--- config.mk ---
export PLATFORM = sky130hd
export DESIGN_NAME = pmr_ctrl
export DESIGN_NICKNAME = d
export VERILOG_FILES = /design/src/verilog/pmr_pkg.sv /design/src/verilog/pmr_ctrl.sv
export SDC_FILE = /design/constraint.sdc
export NUM_CORES = 1
export LEC_CHECK = 0
export CORE_MARGIN = 2
export CORE_UTILIZATION = 45
export CTS_CLUSTER_DIAMETER = 40
export DETAILED_ROUTE_END_ITERATION = 10
export DONT_BUFFER_PORTS = 1
export PLACE_DENSITY = 0.57
export SYNTH_ARGS = -nofsm -noshare
export SYNTH_HDL_FRONTEND = slang
export SYNTH_SLANG_ARGS = --single-unit
--- constraint.sdc ---
create_clock -name hclk -period 4.6 [get_ports hclk]
set_clock_uncertainty 0.05 [all_clocks]
set_input_delay 0.46 -clock hclk [delete_from_list [all_inputs] [get_ports hclk]]
set_output_delay 0.46 -clock hclk [all_outputs]
set_load 0.05 [all_outputs]
--- src/verilog/pmr_pkg.sv ---
// Constants for the power mode and reset controller.
// Assumes a 25 MHz hclk and an AHB-Lite register slave.
//
// Notes on behaviour
// - Stand-by when mux field is 111, no channel pin high and limp home is off.
// - Error latches are cleared while in stand-by.
// - Entering stand-by sets the stand-by status bit.
// - A non-default mux value wakes the device after the wake time.
// - Falling into stand-by through the mux keeps register contents.
// - Pin wake delays turn-on by channel wake time unless a channel is on.
// - All pins low without logic supply returns to stand-by, clearing errors.
// - Limp home starts after the pin stays high beyond the acceptance time.
// - In limp home pins drive channels 1-3; a rising pin clears its error.
// - Any reset returns registers to defaults and clears all error flags.
// - Reset turns off register-driven outputs; pin-driven outputs stay.
// - During reset only channels 1-3 follow pins; mapping mode is off.
// - First transfer after any reset shows the transfer error flag.
// - Power-on reset ends with the logic supply; master waits wake time.
// - Writing the reset command bit resets like power-on; master waits.
// - In limp home reads work but every write is ignored.
// - In limp home writable registers are held at reset with battery present.
// - In limp home current sense is disabled.
// - Over-temperature latches work again right after any reset trigger.
// - The register bus works whenever logic supply is good, battery or not.

package pmr_pkg;

    // ********************************
    // Register map and fields
    // ********************************
    localparam logic [7:0] CTRL_OFF = 8'h00;
    localparam logic [7:0] STAT_OFF = 8'h04;
    localparam int CTRL_MUX_LSB = 0;
    localparam int CTRL_MAP_BIT = 3;
    localparam int CTRL_RST_BIT = 4;
    localparam int CTRL_OUT_LSB = 8;
    localparam int CTRL_MASK_LSB = 16;
    localparam int STAT_STB_BIT = 0;
    localparam int STAT_LIMP_BIT = 1;
    localparam int STAT_TER_BIT = 2;
    localparam int STAT_RDY_BIT = 3;
    localparam int STAT_MODE_LSB = 4;
    localparam int STAT_ERR_LSB = 8;
    localparam int STAT_PWR_LSB = 16;
    localparam logic [2:0] MUX_STBY = 3'h7;

    // ********************************
    // Timing
    // ********************************
    localparam int CLK_NS = 40;
    localparam int WAKE_PO_NS = 100000;
    localparam int WAKE_CH_NS = 40000;
    localparam int LH_ACC_NS = 50000;
    localparam int XFER_TD_NS = 2000;
    localparam logic [11:0] WAKE_PO_CYC = 12'((WAKE_PO_NS + CLK_NS - 1) / CLK_NS);
    localparam logic [11:0] WAKE_CH_CYC = 12'((WAKE_CH_NS + CLK_NS - 1) / CLK_NS);
    localparam logic [11:0] LH_ACC_CYC = 12'((LH_ACC_NS + CLK_NS - 1) / CLK_NS);
    localparam logic [11:0] XFER_TD_CYC = 12'((XFER_TD_NS + CLK_NS - 1) / CLK_NS);

    typedef enum logic [2:0] {MODE_OFF, MODE_STANDBY, MODE_IDLE, MODE_NORMAL, MODE_LIMP} pmr_mode_t;

endpackage : pmr_pkg

--- src/verilog/pmr_ctrl.sv ---
// Power mode and reset controller with its AHB-Lite register slave.
// Assumes supply-good and pin inputs are asynchronous; error events
// come from power-stage logic on hclk.

`timescale 1ns/1ns

module pmr_ctrl #(
    parameter int NUM_CH = 6,
    parameter int NUM_PIN = 3
) (
    input wire logic hclk,
    input wire logic hresetn,
    input wire logic hsel,
    input wire logic [31:0] haddr,
    input wire logic [1:0] htrans,
    input wire logic hwrite,
    input wire logic [2:0] hsize,
    input wire logic [31:0] hwdata,
    input wire logic hready,
    output logic hreadyout,
    output logic hresp,
    output logic [31:0] hrdata,
    input wire logic logic_supply_ok,
    input wire logic battery_ok,
    input wire logic limp_home_input,
    input wire logic [NUM_PIN-1:0] channel_input_pin,
    input wire logic [NUM_CH-1:0] error_event,
    output logic [NUM_CH-1:0] power_outputs,
    output logic [2:0] sense_mux_select,
    output logic sense_enable,
    output logic standby_status_bit,
    output logic limp_active,
    output logic [2:0] power_mode
);

    // ********************************
    // Parameter checks
    // ********************************
    initial begin
        if (NUM_PIN < 1 || NUM_PIN > NUM_CH || NUM_CH > 16) begin
            $error("pmr_ctrl: unsupported channel or pin count");
        end
    end

    localparam int SW = NUM_PIN + 3;
    localparam int LH_I = NUM_PIN;
    localparam int VDD_I = NUM_PIN + 1;
    localparam int VBB_I = NUM_PIN + 2;

    // ********************************
    // State
    // ********************************
    typedef struct packed {
        logic [SW-1:0] s1;
        logic [SW-1:0] s2;
        logic [SW-1:0] s3;
        logic [SW-1:0] flt;
        logic [11:0] lh_cnt;
        logic limp_q;
        logic [11:0] wake_cnt;
        logic ready_q;
        logic [11:0] stch_cnt;
        logic pins_ok_q;
        logic [11:0] soft_cnt;
        logic rst_prev_q;
        logic [2:0] mux_q;
        logic map_q;
        logic [NUM_CH-1:0] out_on_q;
        logic [NUM_CH-1:0] mask_q;
        logic [NUM_CH-1:0] err_q;
        logic [NUM_PIN-1:0] pin_prev_q;
        logic ter_q;
        logic stb_q;
        logic stby_prev_q;
        logic wr_q;
        logic [7:0] waddr_q;
        logic [31:0] rdata_q;
        logic [NUM_CH-1:0] pwr_q;
    } pmr_state_t;

    localparam pmr_state_t ST_RST = '{mux_q: pmr_pkg::MUX_STBY, ter_q: 1'b1, default: '0};

    pmr_state_t s;
    pmr_state_t n;

    logic [NUM_PIN-1:0] pins;
    logic pin_any;
    logic limp_pin;
    logic vdd_f;
    logic vbb_f;
    logic reg_rst;
    logic rst_trig;
    logic standby;
    logic acc;
    logic wr_ok;
    logic [NUM_CH-1:0] pin_drive;
    logic [NUM_CH-1:0] reg_drive;
    pmr_pkg::pmr_mode_t mode;

    // Address match on the low byte; upper bits must be zero.
    function automatic logic hit(input logic [31:0] a, input logic [7:0] off);
        hit = (a[31:8] == 24'h000000) && (a[7:0] == off);
    endfunction : hit

    // Routes pins to channels; mapping only in plain operation.
    function automatic logic [NUM_CH-1:0] map_pins(input logic [NUM_PIN-1:0] p,
                                                    input logic en,
                                                    input logic [NUM_CH-1:0] m);
        logic [NUM_CH-1:0] r;
        r = '0;
        for (int i = 0; i < NUM_CH; i++) begin
            if (en) begin
                r[i] = p[0] & m[i];
            end else if (i < NUM_PIN && i < 3) begin
                r[i] = p[i];
            end
        end
        map_pins = r;
    endfunction : map_pins

    // ********************************
    // Next-state logic
    // ********************************
    always_comb begin
        n = s;

        // Three-stage synchronisers; a level counts once stages two and three agree.
        n.s1 = {battery_ok, logic_supply_ok, limp_home_input, channel_input_pin};
        n.s2 = s.s1;
        n.s3 = s.s2;
        n.flt = (s.s3 & ~(s.s2 ^ s.s3)) | (s.flt & (s.s2 ^ s.s3));

        pins = s.flt[NUM_PIN-1:0];
        pin_any = |pins;
        limp_pin = s.flt[LH_I];
        vdd_f = s.flt[VDD_I];
        vbb_f = s.flt[VBB_I];

        // Limp home acceptance; any early drop restarts the count.
        if (!limp_pin) begin
            n.lh_cnt = '0;
            n.limp_q = 1'b0;
        end else if (s.lh_cnt == pmr_pkg::LH_ACC_CYC) begin
            n.limp_q = 1'b1;
        end else begin
            n.lh_cnt = s.lh_cnt + 12'h001;
        end

        // Register reset sources: logic supply, command hold, limp with battery.
        reg_rst = !vdd_f || (s.soft_cnt != '0) || (s.limp_q && vbb_f);
        rst_trig = reg_rst && !s.rst_prev_q;
        n.rst_prev_q = reg_rst;

        standby = (s.mux_q == pmr_pkg::MUX_STBY) && !pin_any && !s.limp_q;

        // Reported mode; worked out here so that a status read sees this cycle's mode.
        if (!vbb_f) begin
            mode = pmr_pkg::MODE_OFF;
        end else if (s.limp_q) begin
            mode = pmr_pkg::MODE_LIMP;
        end else if (standby) begin
            mode = pmr_pkg::MODE_STANDBY;
        end else if (s.pwr_q != '0) begin
            mode = pmr_pkg::MODE_NORMAL;
        end else begin
            mode = pmr_pkg::MODE_IDLE;
        end

        // Wake timer runs whenever the device is out of stand-by.
        if (standby) begin
            n.wake_cnt = pmr_pkg::WAKE_PO_CYC;
            n.ready_q = 1'b0;
        end else if (s.wake_cnt != '0) begin
            n.wake_cnt = s.wake_cnt - 12'h001;
        end else begin
            n.ready_q = 1'b1;
        end

        // Pin wake delay, skipped if another channel already conducts.
        if (!pin_any) begin
            n.stch_cnt = pmr_pkg::WAKE_CH_CYC;
            n.pins_ok_q = 1'b0;
        end else if (s.pwr_q != '0 || s.stch_cnt == '0) begin
            n.pins_ok_q = 1'b1;
        end else begin
            n.stch_cnt = s.stch_cnt - 12'h001;
        end

        // ********************************
        // AHB-Lite slave
        // ********************************
        // Zero wait state; bus stays alive on logic supply alone.
        acc = hsel && htrans[1] && hready;
        wr_ok = s.wr_q && vdd_f && !s.limp_q;
        n.wr_q = acc && hwrite;
        if (acc) begin
            n.waddr_q = haddr[7:0];
        end
        if (acc && !hwrite) begin
            n.rdata_q = '0;
            if (hit(haddr, pmr_pkg::CTRL_OFF)) begin
                n.rdata_q[pmr_pkg::CTRL_MUX_LSB +: 3] = s.mux_q;
                n.rdata_q[pmr_pkg::CTRL_MAP_BIT] = s.map_q;
                n.rdata_q[pmr_pkg::CTRL_OUT_LSB +: NUM_CH] = s.out_on_q;
                n.rdata_q[pmr_pkg::CTRL_MASK_LSB +: NUM_CH] = s.mask_q;
            end else if (hit(haddr, pmr_pkg::STAT_OFF)) begin
                n.rdata_q[pmr_pkg::STAT_STB_BIT] = s.stb_q;
                n.rdata_q[pmr_pkg::STAT_LIMP_BIT] = s.limp_q;
                n.rdata_q[pmr_pkg::STAT_TER_BIT] = s.ter_q;
                n.rdata_q[pmr_pkg::STAT_RDY_BIT] = s.ready_q;
                n.rdata_q[pmr_pkg::STAT_MODE_LSB +: 3] = mode;
                n.rdata_q[pmr_pkg::STAT_ERR_LSB +: NUM_CH] = s.err_q;
                n.rdata_q[pmr_pkg::STAT_PWR_LSB +: NUM_CH] = s.pwr_q;
            end
        end

        // Control write; the reset command bit is self-clearing.
        if (wr_ok && s.waddr_q == pmr_pkg::CTRL_OFF) begin
            n.mux_q = hwdata[pmr_pkg::CTRL_MUX_LSB +: 3];
            n.map_q = hwdata[pmr_pkg::CTRL_MAP_BIT];
            n.out_on_q = hwdata[pmr_pkg::CTRL_OUT_LSB +: NUM_CH];
            n.mask_q = hwdata[pmr_pkg::CTRL_MASK_LSB +: NUM_CH];
            if (hwdata[pmr_pkg::CTRL_RST_BIT]) begin
                n.soft_cnt = pmr_pkg::XFER_TD_CYC;
            end
        end
        if (s.soft_cnt != '0) begin
            n.soft_cnt = s.soft_cnt - 12'h001;
        end

        // Reset holds the writable registers at their defaults.
        if (reg_rst) begin
            n.mux_q = pmr_pkg::MUX_STBY;
            n.map_q = 1'b0;
            n.out_on_q = '0;
            n.mask_q = '0;
        end

        // Transfer error flag: set by a reset trigger, cleared by the next transfer.
        if (rst_trig) begin
            n.ter_q = 1'b1;
        end else if (acc) begin
            n.ter_q = 1'b0;
        end

        // Stand-by status: set on entry, cleared by a status read; set wins.
        n.stby_prev_q = standby;
        if (standby && !s.stby_prev_q) begin
            n.stb_q = 1'b1;
        end else if (acc && !hwrite && hit(haddr, pmr_pkg::STAT_OFF)) begin
            n.stb_q = 1'b0;
        end

        // Error latches; stand-by and reset clear, events beat pin-edge clears.
        n.pin_prev_q = pins;
        if (standby || rst_trig) begin
            n.err_q = '0;
        end else begin
            n.err_q = s.err_q | error_event;
            if (s.limp_q) begin
                n.err_q[NUM_PIN-1:0] = (s.err_q[NUM_PIN-1:0] & ~(pins & ~s.pin_prev_q))
                                       | error_event[NUM_PIN-1:0];
            end
        end

        // ********************************
        // Output drive
        // ********************************
        // Pins drive outputs with or without logic supply; mapping off in reset.
        pin_drive = map_pins(pins, s.map_q && !reg_rst && !s.limp_q, s.mask_q)
                    & {NUM_CH{s.pins_ok_q}};
        reg_drive = s.out_on_q & {NUM_CH{s.ready_q && !reg_rst && !s.limp_q}};
        n.pwr_q = (pin_drive | reg_drive) & ~s.err_q & {NUM_CH{vbb_f}};
    end

    // Single state register; asynchronous reset loads constants only.
    always_ff @(posedge hclk or negedge hresetn) begin
        if (!hresetn) begin
            s <= ST_RST;
        end else begin
            s <= n;
        end
    end

    // Outputs come straight from state.
    assign hreadyout = 1'b1;
    assign hresp = 1'b0;
    assign hrdata = s.rdata_q;
    assign power_outputs = s.pwr_q;
    assign sense_mux_select = s.mux_q;
    assign sense_enable = s.ready_q && !s.limp_q && (s.mux_q != pmr_pkg::MUX_STBY);
    assign standby_status_bit = s.stb_q;
    assign limp_active = s.limp_q;
    assign power_mode = mode;

    localparam logic [11:0] LH_C = pmr_pkg::LH_ACC_CYC;
endmodule : pmr_ctrl

==> impl_metrics.tcl, run 1 <==
set metrics [dict create \
    status "complete, but fails checks" \
    violations "hold timing" \
    ys_types 58 \
    fmax_ghz 0.341 \
    min_period_ns 2.93 \
    grt_pass1_vias 4329 \
    drv_cap 0 \
    p_per_area_nw_per_um2 491 \
    grt_pass1_wl_um 23200 \
    vias_per_cell 5.61 \
    synthCells 616 \
    synth_seq_cells 138 \
    regToRegSetupSlack_ns 1.67 \
    drive_above_1_share_pct 9.20 \
    dp.final_hpwl_um 10000 \
    numCtsBuffers 17 \
    coreArea_um2 14400 \
    core.rowCount 44 \
    cp_cell_sequence "inv_1 > ha_1 > or4b_1 > nor4_2 > and2_2 > inv_2 > nor2_1" \
    cts_root_buffer "clkbuf_16" \
    syn_area_per_cell_um2 10.6 \
    maxSlewViolCount 0 \
    crit-reg2reg-launch "s[76]" \
    peakVddDrop_uv 251 \
    worst_slack_ns 1.67 \
    syn_area_um2 6530 \
    clock_latency_ns 0.42 \
    clk_path_buf_depth 2 \
    post-route-drc-count 0 \
    floorplan.initialDensity_pct 45.4 \
    async_flop_share_pct 100 \
    r2r_end "s[62]" \
    crit_type "reg2reg" \
    nets 689 \
    die_area_um2 15500 \
    antenna_left 0 \
    period_share_pct 63.7 \
    antenna_found_initial 0 \
    grt_max_degree 139 \
    dp_slack_ns 1.70 \
    leakagePower_uw 0.00312 \
    overflow 0 \
    final.setup.tns_ns 0 \
    wl_um 14100 \
    globalplace.congestion 0.846 \
    cts_tree "done" \
    finalHoldViolCount 17 \
    cp.required_ns 4.89 \
    die_y_um 124 \
    io_buffers 0 \
    cp-end-kind "flip-flop" \
    cp.arrival_ns 3.22 \
    cts.sinks 138 \
    ys_seq_area_share_pct 53.0 \
    diodes 0 \
    slew_headroom_pct 22.6 \
    tightest_slew_ns 1.16 \
    path_clk_slew_ns 0.06 \
    rsz0062_at_grt "false" \
    wl_per_cell_um 17.8 \
    io_pins 135 \
    whs_ns -0.0407 \
    cp_top_family "simple AND/OR/NAND/NOR gates" \
    grt.total_usage_pct 19.2 \
    setup_viol 0 \
    crit_buf_inv 2 \
    first_iter_violations 335 \
    vias 4446 \
    drt_pass1_iterations 5 \
    htree_levels 4 \
    max_stage_delay_ns 0.92 \
    rr_worst_depth 7 \
    synth_edf_count 0 \
    p_total_uw 3520 \
    crit_slowest_cell "nor4_2" \
    cp_max_fo 14 \
    die_w_um 124 \
    synth_warnings 0 \
    worst_setup_path_start_kind "flip-flop" \
    worstHoldPathType "in2async" \
    areaGrowthSynthToFinish_pct 10.0 \
    synth_ff_type "dfrtp_1" \
]
[kinds of logic (layout without fill, tap and decap cells)]
family | Yosys count | in the layout | share of synthesized area, %
other | 2 | 15 | 0.115
muxes | 45 | 45 | 7.04
and+or+nand+nor | 237 | 237 | 19.8
buffers and inverters | 81 | 61 | 7.34
AOI/OAI and AO/OA | 87 | 87 | 8.74
adders and majority gates | 12 | 12 | 2.07
xor gates and xnor gates | 14 | 14 | 1.88
DFF | 138 | 138 | 53.0
[worst max path at each step]
stage / from / to / depth (start not counted)
2_1_floorplan: limp_active / sense_enable / 2
3_3_place_gp: limp_active / s[65] / 4
3_5_place_dp: s[76] / s[62] / 7
4_1_cts: s[76] / s[62] / 7
5_1_grt: s[76] / s[60] / 7
6_report: s[76] / s[62] / 7
[cell type report]
cell class / instances / area [um^2]
multi-input combinational: 410 / 2640
inverter: 19 / 71.3
fill: 1273 / 7190
timing repair buffer: 11 / 118
tap: 184 / 230
clock inverter: 10 / 189
sequential: 138 / 3460
clock buffer: 21 / 470
[stage by stage]
stage,cells,util [%],area (um^2)
2_1_floorplan,629,-,6570
3_3_place_gp,755,44.8,6430
3_5_place_dp,755,44.8,6430
4_1_cts,793,50.0,7180
5_1_grt,793,50.0,7180
6_report,793,50.0,7180
[cell usage in the layout (no fill, tap or decap), types with 3 or more instances in the layout]
master and instances:
dlygate4sd3_1 6, nand2b_1 9, mux2i_1 38, o31ai_1 19, inv_1 18, xnor2_1 6, buf_4 4, or3_1 15
nand4_1 10, dfrtp_1 134, clkbuf_16 17, a31oi_1 3, maj3_1 6, or4_1 8, mux2_2 7, o41ai_1 3
a21boi_0 4, dfstp_2 4, nor4_2 3, and3_1 7, a21oi_1 18, nor2_1 40, and2_1 10, ha_1 6
xor2_1 8, conb_1 15, nand2_1 44, o21ai_0 23, clkbuf_8 3, bufinv_16 5, nand3_1 23, nor3b_1 10
nand3b_1 6, nor4_1 18, nor3_1 20
[metal layers]
metal  share of wire [%]  track usage, %
met1                  46            25.7
met2                  46            29.3
met3                 6.4            6.10
met4                 1.4            7.07
met5                   0               0
[report_power, final]
| part | switching, uW | internal (uW) |
|---|---|---|
| combinational | 264 | 207 |
| clock | 503 | 1000 |
| sequential | 172 | 1370 |
[cells in the mapped netlist (all sizes together) (7+ instances only)]
master | n | share of area [%]
dfrtp | 134 | 51
buf | 50 | 5.6
nand2 | 44 | 2.5
nor2 | 40 | 2.3
mux2i | 38 | 5.8
nand3 | 23 | 1.8
o21ai | 23 | 1.8
nor3 | 21 | 1.6
nor4 | 21 | 2.3
a21oi | 19 | 1.5
inv | 19 | 1.1
o31ai | 19 | 2.2
or3 | 15 | 1.4
and2 | 12 | 1.2
clkbuf | 12 | 0.69
nand4 | 10 | 0.96
nor3b | 10 | 1.2
nand2b | 9 | 0.86
or4 | 9 | 1.1
and3 | 8 | 0.79
xor2 | 8 | 1.1
mux2 | 7 | 1.2
[registers in the layout (all words and copies together), names as in the netlist, named ones only]
signal,cells
s,90
hrdata,19
n,12
power_outputs,6
sense_mux_select,3
limp_active,1
standby_status_bit,1
[worst reg2reg max path, stage by stage (launching register included)]
cell and delay (ns):
dfrtp_1 0.42, inv_1 0.10, ha_1 0.15, or4b_1 0.58, nor4_2 0.92, and2_2 0.35
inv_2 0.14, nor2_1 0.15
[timing repair]
item                                    4_1_cts  5_1_grt
hold endpoints to repair                    144        0
buffers inserted                              0        0
hold buffers                                  7        0
endpoints found under the setup margin        0        0
resized for setup                             0        0
No activity file was read; power rests on OpenSTA's default activity.
==> run 2, diff against run 1 <==
clock period = 2.85 ns   (was 4.6 ns; I/O delays follow)
==> run 2 against run 1 <==
  * The flow still finishes with violations (hold timing)
  * Via count grew 1.7%
  * Cell area grew 5.4%
  * First-iteration DRC count grew 5.4%
  * Utilization grew 2.7 points
  * Final cell count grew 4.7%
  * Sequential power grew 61%
  * Hold slack lost 0.45 ns
  * Count of clock-buffer cells in the layout shrank 1
  * Global-route usage grew 0.11 points
  * Total power grew 69%
  * Flip-flop and latch count is the same
==> impl_metrics.tcl, run 2 (same netlist as run 1, synthesis figures left out) <==
set metrics [dict create \
    maxSlewViolCount 0 \
    slew_headroom_pct 45.3 \
    grt.total_usage_pct 19.3 \
    path_clk_slew_ns 0.06 \
    power_frac_comb_pct 13.0 \
    die_y_um 124 \
    seq_area_um2 3460 \
    cp-end-kind "primary output" \
    min_period_ns 2.61 \
    cp.required_ns 2.52 \
    grt_pass1_vias 4488 \
    p_clk_share_pct 45.0 \
    worstHoldPathType "in2async" \
    antenna_found_initial 0 \
    grt_max_degree 139 \
    clock_latency_ns 0.42 \
    first_iter_violations 353 \
    areaGrowthSynthToFinish_pct 15.9 \
    nets 725 \
    p_int_uw 4420 \
    die_area_um2 15500 \
    status "complete, but fails checks" \
    largest_register_ffs 90 \
    setup_viol 0 \
    cts.sinks 138 \
    overflow 0 \
    post-route-drc-count 0 \
    multi_input_area_um2 2640 \
    net-switching-power_uw 1520 \
    crit_type "reg2out" \
    pwr-share-seq_pct 42.0 \
    floorplan.initialDensity_pct 45.4 \
    final_cell_mix "dfrtp_1 (134), nand2_1 (44), nor2_1 (40), mux2i_1 (38), dlygate4sd3_1 (37)" \
    vias_per_cell 5.45 \
    peakVddDrop_uv 386 \
    period_share_pct 91.6 \
    netSwitchingFraction_pct 25.6 \
    layout.cells.non_filler 830 \
    cts_root_buffer "clkbuf_16" \
    final.setup.tns_ns 0 \
    rsz0062_at_grt "false" \
    place_inst 761 \
    fmax_ghz 0.383 \
    core.rowCount 44 \
    regMostFlops "s" \
    violations "hold timing" \
    numCtsBuffers 17 \
    cp_max_fo 6 \
    finalHoldViolCount 138 \
    worst_setup_path_start_kind "flip-flop" \
    htree_levels 4 \
    die_w_um 124 \
    cp.arrival_ns 2.27 \
    leakagePower_uw 0.00330 \
    cts_resized 0 \
    io_pins 135 \
    fill_cells 1237 \
    clk_path_buf_depth 2 \
    ctsHoldBuffers 37 \
    post_cts_buffers 0 \
    antenna_left 0 \
    io_buffers 0 \
    whs_ns -0.486 \
    tightest_slew_ns 0.812 \
    drv_cap 0 \
    globalplace.congestion 0.901 \
    vias 4523 \
    wl_per_cell_um 17.5 \
    grt_pass1_wl_um 23700 \
    coreArea_um2 14400 \
    dp.final_hpwl_um 10000 \
    drive_above_1_share_pct 9.44 \
    wl_um 14500 \
    p_per_area_nw_per_um2 786 \
    drt_pass1_iterations 5 \
    cts_tree "done" \
    final_common_cell "dfrtp_1" \
    diodes 0 \
]
run 2: changes by cell type in the layout (fill, tap and decap cells not counted), sizes merged:
| cell | delta |
|---|---|
| buf | +5 |
| bufinv | +3 |
| inv | -1 |
| clkbuf | -1 |
| dlygate4sd3 | +31 |
run 2: power by group through the flow:
stage                     logic, uW  registers (uW)  clock network, uW
after global routing            863            2540               2780
after floorplan                 625            2450                  0
after detailed placement        725            2520                  0
after CTS                       770            2490               2700
after global placement          689            2500                  0
final                           772            2500               2670
run 2: area by class of cell:
type	count	share of cell area, %
sequential	138	45.7
multi-input combinational	410	34.9
clock buffer	20	5.91
timing repair buffer	47	5.89
clock inverter	12	3.57
tap	184	3.04
inverter	19	0.943
run 2: path summary, 6_finish.rpt:
| kind | cells past startpoint | start | endpoint | slack (ns) |
|---|---|---|---|---|
| max reg2reg | 7 | s[76] | s[70] | 0.52 |
| min in group hclk | 2 | haddr[2] | hrdata[6] | 0.05 |
| max | 4 | power_outputs[3] | power_mode[0] | 0.24 |
| min | 0 | hresetn | hrdata[0] | -0.49 |
| max in group asynchronous | 0 | hresetn | sense_mux_select[2] | 3.01 |
| min reg2reg | 0 | n[141] | n[135] | 0.30 |
run 2: metrics by stage:
| stage | cell area (um^2) | utilization [%] | total power (uW) | setup WS, ns | hold WS, ns |
|---|---|---|---|---|---|
| detailed placement | 6480 | 45.1 | 3240 | 0.538 | -0.0545 |
| global placement | 6480 | 45.1 | 3190 | 0.565 | -0.0562 |
| floorplan | 6570 | - | 3070 | 0.562 | -0.0606 |
| finish | 7560 | 52.6 | 5940 | 0.240 | -0.486 |
| CTS | 7560 | 52.6 | 5960 | 0.216 | -0.501 |
| global route | 7560 | 52.6 | 6190 | 0.128 | -0.507 |
run 2: metal layers:
metal  vias to the layer above  wire [um]  GRT usage, %
li1                       2187          -             -
met1                      2205       6930          26.7
met5                         -          0             0
met4                         0        183          6.01
met2                       114       6760          29.9
met3                        17        637          5.03
run 2: critical path, cell delays in order (launching register included):
cell and delay, ns:
dfrtp_1 0.58, nor4_1 0.50, and2_0 0.40, a21oi_1 0.16
buf_4 0.22
==> run 3, diff against run 2 <==
CORE_ASPECT_RATIO = 0.75   (was unset)
==> run 3 against run 2 <==
  * Clock power decreased by 13%
  * The flow still finishes with violations (hold timing)
  * Total power decreased by 6.1%
  * Sequential power about the same
  * Largest power group is now sequential cells
  * Via count increased by 2.3%
  * Global-route usage increased by 0.94 points
  * Maximum frequency increased by 1.9%
  * Count of clock-buffer cells in the layout increased by 1
  * Register-to-register slack about the same
==> impl_metrics.tcl, run 3 (same netlist as run 1, synthesis figures left out) <==
set metrics [dict create \
    status "complete, but fails checks" \
    violations "hold timing" \
    overflow 0 \
    regToRegSetupSlack_ns 0.52 \
    cp.required_ns 2.52 \
    cts_tree "done" \
    coreArea_um2 14300 \
    p_per_area_nw_per_um2 742 \
    r2r_end "s[70]" \
    whs_ns -0.489 \
    leakagePower_uw 0.00328 \
    grt_pass1_vias 4631 \
    setup_viol 0 \
    grt_pass1_wl_um 23800 \
    nets 730 \
    cp_max_fo 6 \
    drt_pass1_iterations 5 \
    drv_cap 0 \
    final.setup.tns_ns 0 \
    path_clk_slew_ns 0.06 \
    antenna_left 0 \
    cts_resized 0 \
    io_pins 135 \
    globalplace.congestion 0.846 \
    layout.cells.non_filler 852 \
    final_cell_mix "dfrtp_1 (134), nand2_1 (44), nor2_1 (40), mux2i_1 (38), dlygate4sd3_1 (36)" \
    ctsHoldBuffers 36 \
    cts.sinks 138 \
    io_buffers 0 \
    vias_per_cell 5.43 \
    drive_above_1_share_pct 10.1 \
    areaGrowthSynthToFinish_pct 15.3 \
    die_area_um2 15500 \
    cts_root_buffer "clkbuf_16" \
    worstHoldPathType "in2async" \
    htree_levels 4 \
    dp.final_hpwl_um 10200 \
    wl_per_cell_um 17.5 \
    slew_headroom_pct 50.6 \
    worst_setup_path_start_kind "flip-flop" \
    finalHoldViolCount 138 \
    p_total_uw 5580 \
    placed_area_um2 6540 \
    crit_type "reg2out" \
    fill_cells 1258 \
    fmax_ghz 0.390 \
    die_w_um 143 \
    tightest_slew_ns 0.734 \
    post-route-drc-count 0 \
    place_inst 783 \
    vias 4629 \
    antenna_found_initial 1 \
    die_y_um 108 \
    post_cts_buffers 0 \
    crit-reg2reg-launch "s[76]" \
    numCtsBuffers 17 \
    period_share_pct 89.9 \
    largest_register_ffs 90 \
    stdcell_area_um2 7520 \
    maxSlewViolCount 0 \
    regMostFlops "s" \
    min_period_ns 2.56 \
    core.rowCount 38 \
    grt_max_degree 139 \
    floorplan.initialDensity_pct 45.6 \
    final_common_cell "dfrtp_1" \
    grt.total_usage_pct 20.2 \
    rsz0062_at_grt "false" \
    clk_path_buf_depth 2 \
    rr_worst_depth 8 \
    wl_um 14900 \
    cp.arrival_ns 2.23 \
    cp-end-kind "primary output" \
    clock_latency_ns 0.43 \
    first_iter_violations 332 \
    peakVddDrop_uv 443 \
]
run 3: worst max path at each step:
| stage | startpoint | endpoint | slack [ns] |
|---|---|---|---|
| 3_3_place_gp | s[76] | s[62] | 0.61 |
| 5_1_grt | power_outputs[2] | power_mode[0] | 0.20 |
| 4_1_cts | power_outputs[2] | power_mode[0] | 0.28 |
| 6_report | power_outputs[2] | power_mode[0] | 0.29 |
| 2_1_floorplan | limp_active | hrdata[5] | 0.56 |
| 3_5_place_dp | s[76] | s[70] | 0.55 |
run 3: metrics by stage:
step                utilization [%]  setup slack, ns
finish                         52.6            0.288
global route                   52.6            0.199
CTS                            52.6            0.277
detailed placement             45.7            0.547
global placement               45.7            0.609
floorplan                         -            0.562
run 3: where the power goes:
part / switching [uW] / internal, uW
Sequential: 280 / 2220
Clock: 840 / 1490
Combinational: 396 / 360
Total: 1520 / 4060
run 3: critical path, cell delays in order, from the launching register on:
cell     delay (ns)
dfrtp_1        0.41
nor4_1         0.58
and2_0         0.44
a21oi_1        0.16
buf_4          0.22
run 3: cell type report:
cell class / count / area [um^2] / area share [%]
repair buffers: 52 / 480 / 6.39
multi-input cells: 410 / 2640 / 35.1
well taps: 200 / 250 / 3.33
diodes: 1 / 2.50 / 0.0333
clock inverters: 11 / 169 / 2.25
clock buffers: 21 / 450 / 5.99
flip-flops and latches: 138 / 3460 / 46.0
inverters: 19 / 71.3 / 0.948
run 3: per-layer routing:
metal | vias up | global-route usage [%] | wire length, um
li1 | 2207 | - | -
met1 | 2246 | 27.2 | 6900
met2 | 158 | 32.0 | 6850
met3 | 16 | 5.36 | 947
met4 | 2 | 7.00 | 168
met5 | - | 0 | 13
